===== config.mk =====
export PLATFORM = sky130hd
export DESIGN_NAME = ddoi_top
export DESIGN_NICKNAME = d
export VERILOG_FILES = /design/src/hw/ddoi_pkg.sv /design/src/hw/ddoi_chan_if.sv /design/src/hw/ddoi_chan_mon.sv /design/src/hw/ddoi_top.sv
export VERILOG_INCLUDE_DIRS = /design/src /design/src/hw
export SDC_FILE = /design/constraint.sdc
export NUM_CORES = 1
export LEC_CHECK = 0
export BUFFER_PORTS_ARGS = -buffer_cell sky130_fd_sc_hd__buf_4
export CAP_MARGIN = 20
export CORE_MARGIN = 2
export CORE_UTILIZATION = 50
export CTS_CLUSTER_SIZE = 14
export DETAILED_ROUTE_END_ITERATION = 8
export HOLD_SLACK_MARGIN = 0.12
export PLACE_DENSITY = 0.83
export SYNTH_ARGS = -nofsm -noshare
export SYNTH_HDL_FRONTEND = slang
export SYNTH_SLANG_ARGS = --single-unit

===== constraint.sdc =====
create_clock -name aclk -period 4.47 [get_ports aclk]
set_input_delay 0.2235 -clock aclk [delete_from_list [all_inputs] [get_ports aclk]]
set_output_delay 0.2235 -clock aclk [all_outputs]
set_load 0.1 [all_outputs]

===== src/hw/ddoi_map.svh =====
// Purpose: Register offsets, field positions, reset values and timing counts
// Assumes: 50 MHz aclk, AXI4-Lite 32-bit data
// Notes:   Definitions only
`ifndef DDOI_MAP_SVH
`define DDOI_MAP_SVH

`define DDOI_OFS_OUT_IMG      12'h000
`define DDOI_OFS_DIAG_IMG     12'h004
`define DDOI_OFS_STATUS       12'h008
`define DDOI_OFS_MASK         12'h00c
`define DDOI_OFS_CTRL         12'h010

`define DDOI_OUT_CH1_BIT      0
`define DDOI_OUT_CH2_BIT      1
`define DDOI_DIAG_CH1_LSB     0
`define DDOI_DIAG_CH2_LSB     2

`define DDOI_RST_OUT_IMG      4'h0
`define DDOI_RST_MASK         4'h0
`define DDOI_RST_CTRL         2'h0

`define DDOI_FILT_NS          1000
`define DDOI_CLK_NS           20
`define DDOI_FILT_CYC         ((`DDOI_FILT_NS + `DDOI_CLK_NS - 1) / `DDOI_CLK_NS)

`define DDOI_SUPPLY_FALL_MV   16'd11000
`define DDOI_SUPPLY_RISE_MV   16'd15500

`endif


===== src/hw/ddoi_pkg.sv =====
// Purpose: Types shared by the diagnostic output image block
// Assumes: Offsets and counts live in ddoi_map.svh
// Notes:   Code values follow the per-channel diagnostic encoding
package ddoi_pkg;
    typedef enum logic [1:0] {
        DDOI_DIAG_OK      = 2'b00,
        DDOI_DIAG_NO_LOAD = 2'b01,
        DDOI_DIAG_SHORT   = 2'b10,
        DDOI_DIAG_LOW_SUP = 2'b11
    } ddoi_diag_t;

    typedef enum logic [1:0] {
        DDOI_AXW_IDLE = 2'b00,
        DDOI_AXW_RESP = 2'b01
    } ddoi_axw_t;
endpackage : ddoi_pkg


===== src/hw/ddoi_chan_if.sv =====
// Purpose: Carries one channel's drive request and diagnostic result
// Assumes: Single aclk domain
// Notes:   Used between top and channel monitors
`timescale 1ns/100ps
interface ddoi_chan_if;
    logic              drive_req;
    logic              open_sync;
    logic              short_sync;
    logic              low_sup;
    ddoi_pkg::ddoi_diag_t code;
    logic              fault;

    modport top (output drive_req, output open_sync, output short_sync,
                 output low_sup, input code, input fault);
    modport mon (input drive_req, input open_sync, input short_sync,
                 input low_sup, output code, output fault);
endinterface : ddoi_chan_if


===== src/hw/ddoi_chan_mon.sv =====
// Purpose: Per-channel diagnostic code generation with debounce
// Assumes: Inputs already synchronised to aclk
// Notes:   Low supply outranks short, short outranks open load
`timescale 1ns/100ps
`include "ddoi_map.svh"
module ddoi_chan_mon (
    // Clock and reset
    input wire logic aclk,
    input wire logic aresetn,
    input wire logic image_seen,
    // Channel
    ddoi_chan_if.mon ch
);
    import ddoi_pkg::*;

    localparam int unsigned FILT = `DDOI_FILT_CYC;

    logic [15:0] cnt_ff;
    logic [15:0] nxt_cnt;
    ddoi_diag_t  raw_code;
    ddoi_diag_t  code_ff;
    ddoi_diag_t  cand_ff;

    // A fault must hold steady for the filter time so switching edges are not reported
    assign raw_code = ch.low_sup    ? DDOI_DIAG_LOW_SUP :
                      ch.short_sync ? DDOI_DIAG_SHORT :
                      ch.open_sync  ? DDOI_DIAG_NO_LOAD : DDOI_DIAG_OK;
    assign nxt_cnt  = (raw_code != cand_ff) ? 16'h0000 :
                      (cnt_ff == 16'(FILT)) ? cnt_ff : cnt_ff + 16'h0001;

    always_ff @(posedge aclk) begin
        if (!aresetn || !image_seen) begin
            cnt_ff  <= 16'h0000;
            cand_ff <= DDOI_DIAG_OK;
            code_ff <= DDOI_DIAG_OK;
        end else begin
            cnt_ff  <= nxt_cnt;
            cand_ff <= raw_code;
            if (raw_code == cand_ff && cnt_ff == 16'(FILT)) begin
                code_ff <= cand_ff;
            end
        end
    end

    assign ch.code  = code_ff;
    assign ch.fault = (code_ff != DDOI_DIAG_OK);

    chk_code_needs_cause: assert property (@(posedge aclk) disable iff (!aresetn)
        (code_ff == DDOI_DIAG_SHORT && $past(code_ff) != DDOI_DIAG_SHORT)
        |-> $past(cand_ff == DDOI_DIAG_SHORT))
        else $error("short code without short cause");
endmodule : ddoi_chan_mon


===== src/hw/ddoi_top.sv =====
// Purpose: Process image of a two-channel digital output with diagnostics
// Assumes: AXI4-Lite coupler side, 50 MHz aclk, field sense pins asynchronous
// Notes:   No address strap or setup; placement fixes the image position
`timescale 1ns/100ps
`include "ddoi_map.svh"
module ddoi_top (
    // Clock and reset
    input  wire logic        aclk,
    input  wire logic        aresetn,
    // AXI4-Lite write address
    input  wire logic [11:0] s_axi_awaddr,
    input  wire logic        s_axi_awvalid,
    output logic             s_axi_awready,
    // AXI4-Lite write data
    input  wire logic [31:0] s_axi_wdata,
    input  wire logic [3:0]  s_axi_wstrb,
    input  wire logic        s_axi_wvalid,
    output logic             s_axi_wready,
    // AXI4-Lite write response
    output logic [1:0]       s_axi_bresp,
    output logic             s_axi_bvalid,
    input  wire logic        s_axi_bready,
    // AXI4-Lite read address
    input  wire logic [11:0] s_axi_araddr,
    input  wire logic        s_axi_arvalid,
    output logic             s_axi_arready,
    // AXI4-Lite read data
    output logic [31:0]      s_axi_rdata,
    output logic [1:0]       s_axi_rresp,
    output logic             s_axi_rvalid,
    input  wire logic        s_axi_rready,
    // Field outputs
    output logic             first_output_channel,
    output logic             second_output_channel,
    // Field sense, asynchronous
    input  wire logic [1:0]  open_load_sense,
    input  wire logic [1:0]  short_sense,
    input  wire logic [15:0] field_supply_mv,
    // Interrupt
    output logic             irq
);
    import ddoi_pkg::*;

    ////////////////////////////////////////////////////////////////////////////
    // Functions

    function automatic logic addr_is(input logic [11:0] a, input logic [11:0] ofs);
        addr_is = (a[11:2] == ofs[11:2]);
    endfunction : addr_is

    function automatic logic [3:0] merge_w1c(input logic [3:0] cur, input logic [3:0] set,
                                             input logic [3:0] clr);
        // Hardware set wins over a software clear in the same cycle
        merge_w1c = (cur & ~clr) | set;
    endfunction : merge_w1c

    ////////////////////////////////////////////////////////////////////////////
    // Field input synchronisers

    logic [1:0]  open_s1_ff;
    logic [1:0]  open_s2_ff;
    logic [1:0]  short_s1_ff;
    logic [1:0]  short_s2_ff;
    logic [15:0] sup_s1_ff;
    logic [15:0] sup_s2_ff;
    logic [15:0] sup_s3_ff;

    always_ff @(posedge aclk) begin
        open_s1_ff  <= open_load_sense;
        open_s2_ff  <= open_s1_ff;
        short_s1_ff <= short_sense;
        short_s2_ff <= short_s1_ff;
        sup_s1_ff   <= field_supply_mv;
        sup_s2_ff   <= sup_s1_ff;
        sup_s3_ff   <= sup_s2_ff;
    end

    ////////////////////////////////////////////////////////////////////////////
    // Low supply with hysteresis

    logic low_sup_ff;
    logic nxt_low_sup;

    // The supply word crosses many bits at once; act only on two equal samples
    assign nxt_low_sup = (sup_s2_ff != sup_s3_ff) ? low_sup_ff :
                         low_sup_ff ? (sup_s2_ff <= `DDOI_SUPPLY_RISE_MV)
                                    : (sup_s2_ff <  `DDOI_SUPPLY_FALL_MV);

    always_ff @(posedge aclk) begin
        if (!aresetn) begin
            low_sup_ff <= 1'b0;
        end else begin
            low_sup_ff <= nxt_low_sup;
        end
    end

    chk_low_sup_hold: assert property (@(posedge aclk) disable iff (!aresetn)
        (low_sup_ff && sup_s2_ff > 16'd11000 && sup_s2_ff <= 16'd15500) |=> low_sup_ff)
        else $error("low supply flag dropped inside hysteresis band");

    ////////////////////////////////////////////////////////////////////////////
    // Register state

    logic [3:0]  out_img_ff;
    logic        img_seen_ff;
    logic [3:0]  status_ff;
    logic [3:0]  mask_ff;
    logic [3:0]  diag_img;
    logic [3:0]  diag_prev_ff;
    logic [3:0]  fault_set;
    logic [1:0]  fault_now;

    ddoi_chan_if ch1();
    ddoi_chan_if ch2();

    // Drive only once an image has arrived, so reset leaves the field dark
    assign ch1.drive_req  = out_img_ff[`DDOI_OUT_CH1_BIT] & img_seen_ff;
    assign ch2.drive_req  = out_img_ff[`DDOI_OUT_CH2_BIT] & img_seen_ff;
    assign ch1.open_sync  = open_s2_ff[0];
    assign ch2.open_sync  = open_s2_ff[1];
    assign ch1.short_sync = short_s2_ff[0];
    assign ch2.short_sync = short_s2_ff[1];
    assign ch1.low_sup    = low_sup_ff;
    assign ch2.low_sup    = low_sup_ff;

    ddoi_chan_mon u_mon1 (
        .aclk       (aclk),
        .aresetn    (aresetn),
        .image_seen (img_seen_ff),
        .ch         (ch1)
    );

    ddoi_chan_mon u_mon2 (
        .aclk       (aclk),
        .aresetn    (aresetn),
        .image_seen (img_seen_ff),
        .ch         (ch2)
    );

    assign diag_img[`DDOI_DIAG_CH1_LSB +: 2] = ch1.code;
    assign diag_img[`DDOI_DIAG_CH2_LSB +: 2] = ch2.code;
    assign fault_now = {ch2.fault, ch1.fault};
    // Events: code change per channel in bits 1:0, new fault entry in bits 3:2
    assign fault_set = {fault_now & ~{diag_prev_ff[3:2] != 2'b00, diag_prev_ff[1:0] != 2'b00},
                        {diag_img[3:2] != diag_prev_ff[3:2], diag_img[1:0] != diag_prev_ff[1:0]}};

    always_ff @(posedge aclk) begin
        if (!aresetn) begin
            first_output_channel  <= 1'b0;
            second_output_channel <= 1'b0;
            diag_prev_ff          <= 4'h0;
        end else begin
            first_output_channel  <= ch1.drive_req;
            second_output_channel <= ch2.drive_req;
            diag_prev_ff          <= diag_img;
        end
    end

    ////////////////////////////////////////////////////////////////////////////
    // AXI4-Lite write path

    logic        aw_have_ff;
    logic [11:0] aw_addr_ff;
    logic        w_have_ff;
    logic [31:0] w_data_ff;
    logic [3:0]  w_strb_ff;
    logic        bvalid_ff;
    logic [1:0]  bresp_ff;
    logic        wr_go;
    logic        wr_hit;
    logic        wr_out;
    logic        wr_sts;
    logic        wr_msk;
    logic [3:0]  sts_clr;

    assign s_axi_awready = !aw_have_ff && !bvalid_ff;
    assign s_axi_wready  = !w_have_ff && !bvalid_ff;
    assign wr_go  = aw_have_ff && w_have_ff && !bvalid_ff;
    assign wr_out = wr_go && addr_is(aw_addr_ff, `DDOI_OFS_OUT_IMG) && w_strb_ff[0];
    assign wr_sts = wr_go && addr_is(aw_addr_ff, `DDOI_OFS_STATUS) && w_strb_ff[0];
    assign wr_msk = wr_go && addr_is(aw_addr_ff, `DDOI_OFS_MASK) && w_strb_ff[0];
    assign wr_hit = addr_is(aw_addr_ff, `DDOI_OFS_OUT_IMG) || addr_is(aw_addr_ff, `DDOI_OFS_STATUS)
                 || addr_is(aw_addr_ff, `DDOI_OFS_MASK) || addr_is(aw_addr_ff, `DDOI_OFS_DIAG_IMG)
                 || addr_is(aw_addr_ff, `DDOI_OFS_CTRL);
    assign sts_clr = wr_sts ? w_data_ff[3:0] : 4'h0;

    always_ff @(posedge aclk) begin
        if (!aresetn) begin
            aw_have_ff <= 1'b0;
            aw_addr_ff <= 12'h000;
            w_have_ff  <= 1'b0;
            w_data_ff  <= 32'h0000_0000;
            w_strb_ff  <= 4'h0;
            bvalid_ff  <= 1'b0;
            bresp_ff   <= 2'h0;
        end else begin
            if (s_axi_awvalid && s_axi_awready) begin
                aw_have_ff <= 1'b1;
                aw_addr_ff <= s_axi_awaddr;
            end
            if (s_axi_wvalid && s_axi_wready) begin
                w_have_ff <= 1'b1;
                w_data_ff <= s_axi_wdata;
                w_strb_ff <= s_axi_wstrb;
            end
            if (wr_go) begin
                aw_have_ff <= 1'b0;
                w_have_ff  <= 1'b0;
                bvalid_ff  <= 1'b1;
                bresp_ff   <= wr_hit ? 2'h0 : 2'h2;
            end else if (bvalid_ff && s_axi_bready) begin
                bvalid_ff <= 1'b0;
            end
        end
    end

    assign s_axi_bvalid = bvalid_ff;
    assign s_axi_bresp  = bresp_ff;

    // The image register needs no setup before use; any write with wstrb bit 0 set takes effect at once
    always_ff @(posedge aclk) begin
        if (!aresetn) begin
            out_img_ff  <= `DDOI_RST_OUT_IMG;
            img_seen_ff <= 1'b0;
            mask_ff     <= `DDOI_RST_MASK;
            status_ff   <= 4'h0;
        end else begin
            if (wr_out) begin
                out_img_ff  <= w_data_ff[3:0];
                img_seen_ff <= 1'b1;
            end
            if (wr_msk) begin
                mask_ff <= w_data_ff[3:0];
            end
            status_ff <= merge_w1c(status_ff, fault_set, sts_clr);
        end
    end

    assign irq = |(status_ff & mask_ff);

    chk_out_off_reset: assert property (@(posedge aclk) disable iff (!aresetn)
        !img_seen_ff |-> (!first_output_channel && !second_output_channel && diag_img == 4'h0))
        else $error("output or code active before first image");
    chk_out_follow: assert property (@(posedge aclk) disable iff (!aresetn)
        wr_out ##1 img_seen_ff |=> (first_output_channel == $past(out_img_ff[0], 1)
                                    && second_output_channel == $past(out_img_ff[1], 1)))
        else $error("outputs do not follow image bits 0 and 1");
    chk_status_sticky: assert property (@(posedge aclk) disable iff (!aresetn)
        (status_ff[0] && !sts_clr[0]) |=> status_ff[0])
        else $error("status bit lost without a clear");

    ////////////////////////////////////////////////////////////////////////////
    // AXI4-Lite read path

    logic        rvalid_ff;
    logic [31:0] rdata_ff;
    logic [1:0]  rresp_ff;
    logic [31:0] rd_mux;
    logic        rd_hit;

    // Output image is write-only and reads as zero
    assign rd_mux = addr_is(s_axi_araddr, `DDOI_OFS_DIAG_IMG) ? {28'h0, diag_img} :
                    addr_is(s_axi_araddr, `DDOI_OFS_STATUS)   ? {28'h0, status_ff} :
                    addr_is(s_axi_araddr, `DDOI_OFS_MASK)     ? {28'h0, mask_ff} :
                    addr_is(s_axi_araddr, `DDOI_OFS_CTRL)     ? {30'h0, low_sup_ff, img_seen_ff} :
                    32'h0000_0000;
    assign rd_hit = addr_is(s_axi_araddr, `DDOI_OFS_DIAG_IMG) || addr_is(s_axi_araddr, `DDOI_OFS_STATUS)
                 || addr_is(s_axi_araddr, `DDOI_OFS_MASK) || addr_is(s_axi_araddr, `DDOI_OFS_CTRL)
                 || addr_is(s_axi_araddr, `DDOI_OFS_OUT_IMG);
    assign s_axi_arready = !rvalid_ff;

    always_ff @(posedge aclk) begin
        if (!aresetn) begin
            rvalid_ff <= 1'b0;
            rdata_ff  <= 32'h0000_0000;
            rresp_ff  <= 2'h0;
        end else if (s_axi_arvalid && s_axi_arready) begin
            rvalid_ff <= 1'b1;
            rdata_ff  <= rd_mux;
            rresp_ff  <= rd_hit ? 2'h0 : 2'h2;
        end else if (rvalid_ff && s_axi_rready) begin
            rvalid_ff <= 1'b0;
        end
    end

    assign s_axi_rvalid = rvalid_ff;
    assign s_axi_rdata  = rdata_ff;
    assign s_axi_rresp  = rresp_ff;

    chk_diag_layout: assert property (@(posedge aclk) disable iff (!aresetn)
        (s_axi_arvalid && s_axi_arready && addr_is(s_axi_araddr, 12'h004))
        |=> (s_axi_rdata[3:0] == $past(diag_img)))
        else $error("diagnostic image read mismatch");
    chk_wr_resp_once: assert property (@(posedge aclk) disable iff (!aresetn)
        wr_go |=> (s_axi_bvalid && !s_axi_awready))
        else $error("write response missing");
    chk_low_sup_code: assert property (@(posedge aclk) disable iff (!aresetn)
        (ch1.code == DDOI_DIAG_LOW_SUP && $past(ch1.code) != DDOI_DIAG_LOW_SUP)
        |-> $past(low_sup_ff))
        else $error("low supply code without low supply");
endmodule : ddoi_top


==> impl_metrics.yaml <==
clocking:
  cts.path.max_buffers: 2
  cts_root_buf: "clkbuf_8"
  cts.sinks: 139
  postCtsSetupBuffers: 0
  cts.repair.resized: 0
  cts_made_buffers: 17
  cts_htree_levels: 4
  cts.reportedPaths.clkPinSlew_ps: 60
  clock_latency_ps: 520
  cts_tree: "built"
pwr:
  p_clk_share_pct: 46.3
  seqPwrFrac_pct: 43.3
  power.density_nw_per_um2: 451
  intPower_w: 0.00221
  p_switching_w: 0.000819
  sw_frac_of_total_pct: 27.1
  vdd_drop_max_mv: 0.351
  combPwrFrac_pct: 10.4
  cellLeakagePower_nw: 2.68
synthesis:
  synth-edff-count: 0
  seq_area_frac_synth_pct: 53.8
  syn_area_per_cell_um2: 9.94
  synth_area_leaders: "dfxtp_1, xnor2_1, nor2_1"
  async_flop_share_pct: 0
  synth_most_common_cell: "dfxtp_1"
  yosys_warnings: 0
  netlist_area_um2: 5170
  synth_common_cells: "dfxtp_1, nor2_1, nand2_1, buf_4, xnor2_1"
  synth_area_leader_cell: "dfxtp_1"
  synthCells: 520
  synth_top_cell_area_share_pct: 53.8
  synth_ff_type: "dfxtp_1"
  ys_seq_elements: 139
  ys_types: 46
grt:
  antenna_found_initial: 0
  grt.total_usage_pct: 20.0
  grt_pass1_wl_mm: 17.9
  grt_max_degree: 33
  grt_overflow: 0
  grt_pass1_vias: 4019
finish:
  diodes: 0
  nFillCells: 705
  nNetsFinal: 725
  fin_util_pct: 65.9
  drive_above_1_share_pct: 16.8
  fin_area_um2: 6710
  area_growth_pct: 29.8
  register_area_um2: 2780
  multi_input_area_um2: 2180
worst_setup_path:
  worstReg2RegStart: "aw_addr_ff[7]$_SDFFE_PN0P_"
  r2r-end: "status_ff[1]$_SDFF_PN0_"
  cpMostUsedCell: "dlygate4sd3_1"
  r2r_cells: 5
  worst-path-max-fanout: 32
  worstSetupStartpoint: "aresetn"
  cp-end-kind: "flip-flop"
  path_class: "input port to flip-flop"
  startpoint_type: "input port"
  required_ps: 4880
  slowest_delay_ps: 730
  cp.arrival_ps: 2390
  crit_buf_inv: 4
  worstPathCellList: "dlygate4sd3_1, buf_4, inv_1, a211oi_1, dlygate4sd3_1"
  critPathTopFamily: "buffers and inverters"
  slowest_stage: "inv_1"
  r2r_slack_ps: 2550
sta:
  slew_headroom_pct: 34.7
  final.setup.tns_ps: 0
  min_period_ps: 1990
  setup_viol: 0
  max_slew.worst_pin.slew_ps: 978
  hold_viol_final: 0
  fmax_ghz: 0.504
  period_share_pct: 44.4
  timing.hold.ws_ps: 219
  slew_violations: 0
  skew_ps: 7.12
  worst_slack_ps: 2480
  rsz0062_at_grt: "false"
drt:
  dr.pass1.iters: 5
  vias_per_cell: 5.11
  wl_mm: 10.8
  antenna_left: 0
  drt_iter0_drc: 203
  drc_errors: 0
  wire_per_inst_um: 13.8
  vias: 4005
floorplanning:
  die_area_um2: 11200
  pin_count: 131
  start_util_pct: 50.8
  core_um2: 10200
  die_x_um: 106
  placementRows: 37
  die_h_um: 106
run:
  max-cap-violations: 0
hold_path:
  hold_depth: 4
  worstHoldEndpoint: "s_axi_rdata[0]$_SDFFE_PN0P_"
  hold_start: "s_axi_araddr[11]"
  hold_class: "input port to flip-flop"
place:
  pre_cts_ws_ps: 2540
  place.gp.congestion: 0.836
  postPlaceCellArea_um2: 5660
  io_buffers: 65
  dp_hpwl_mm: 6.64
run_status:
  status: "completed"
[flip-flops by register name, summed over array words and instances (netlist names), 2 cells and up]
register	flops
aw_addr_ff	10
diag_prev_ff	4
mask_ff	4
open_s1_ff	2
open_s2_ff	2
out_img_ff	2
s_axi_rdata	4
short_s1_ff	2
short_s2_ff	2
status_ff	4
sup_s1_ff	16
sup_s2_ff	16
sup_s3_ff	16
u_mon1.cand_ff	2
u_mon1.ch.code	2
u_mon1.cnt_ff	16
u_mon2.cand_ff	2
u_mon2.ch.code	2
u_mon2.cnt_ff	16
w_data_ff	4
[cell usage in the layout, fill, tap and decap left out, drive strengths merged, types with 5 or more instances in the layout]
cell type	Yosys	routed
nor4	9	9
or3	5	5
buf	30	65
a21oi	28	28
inv	9	17
o21ai	16	16
a22oi	6	6
nand3b	5	5
xnor2	29	29
nand2b	7	7
conb	1	30
dlygate4sd3	0	45
dfxtp	139	139
nand2	38	38
a211oi	5	5
nand4	13	13
and3	8	8
nor2	61	61
mux2i	15	15
clkbuf	14	18
nand3	13	13
xor2	18	18
and2	9	9
[worst max-delay path by stage]
stage                             endpoint  slack (ps)  cells after the start
2_1_floorplan    w_data_ff[0]$_SDFFE_PN0P_        1440                      5
3_3_place_gp   s_axi_rdata[0]$_SDFFE_PN0P_        2600                      6
3_5_place_dp   s_axi_rdata[3]$_SDFFE_PN0P_        2540                      6
4_1_cts          s_axi_rvalid$_SDFFE_PN0P_        2520                      5
5_1_grt          s_axi_rvalid$_SDFFE_PN0P_        2350                      5
6_report         s_axi_rvalid$_SDFFE_PN0P_        2480                      5
[stage by stage]
step           cells  power, W
6_report         783   0.00303
5_1_grt          783   0.00312
4_1_cts          783   0.00304
3_5_place_dp     706   0.00161
3_3_place_gp     706   0.00161
2_1_floorplan    549   0.00157
[tightest hold or removal path, stage by stage]
cell and delay (ps):
buf_4 90, nor4_4 50, a41oi_1 230, a211oi_1 90
[area by class of cell]
type / count / share of cell area, %
flip-flops and latches: 139 / 41.5
multi-input cells: 357 / 32.6
repair buffers: 110 / 14.0
clock buffers: 18 / 6.38
clock inverters: 14 / 2.56
well taps: 136 / 2.54
inverters: 9 / 0.504
[power by group through the flow]
| stage | registers, W | logic, W | clock network (W) |
|---|---|---|---|
| after floorplan | 0.00135 | 0.000218 | 0 |
| after global placement | 0.00133 | 0.000274 | 0 |
| after detailed placement | 0.00134 | 0.000277 | 0 |
| after CTS | 0.00131 | 0.000310 | 0.00142 |
| after global routing | 0.00131 | 0.000332 | 0.00148 |
| final | 0.00131 | 0.000315 | 0.00140 |
[cell families after synthesis]
logic type	count (synthesis)	synth area share, %
multiplexers	16	3.12
AND/OR/NAND/NOR	187	19.2
AO/OA/AOI/OAI	73	8.81
flip-flops	139	53.8
adder cells (fa/ha/maj)	4	0.968
XOR/XNOR	47	7.96
buffers and inverters	53	6.03
other	1	0.0725
[repair_timing]
item                                    4_1_cts  5_1_grt
endpoints found under the setup margin        0        0
hold endpoints to repair                     49        0
hold buffers                                 45        0
[layer usage]
metal | part of all wire (%) | GRT usage, %
met1 | 40 | 21.7
met4 | 2.4 | 10.3
met5 | 0 | 0
met3 | 4.5 | 4.27
met2 | 53 | 36.4
Power figures use the tool's default switching activity.
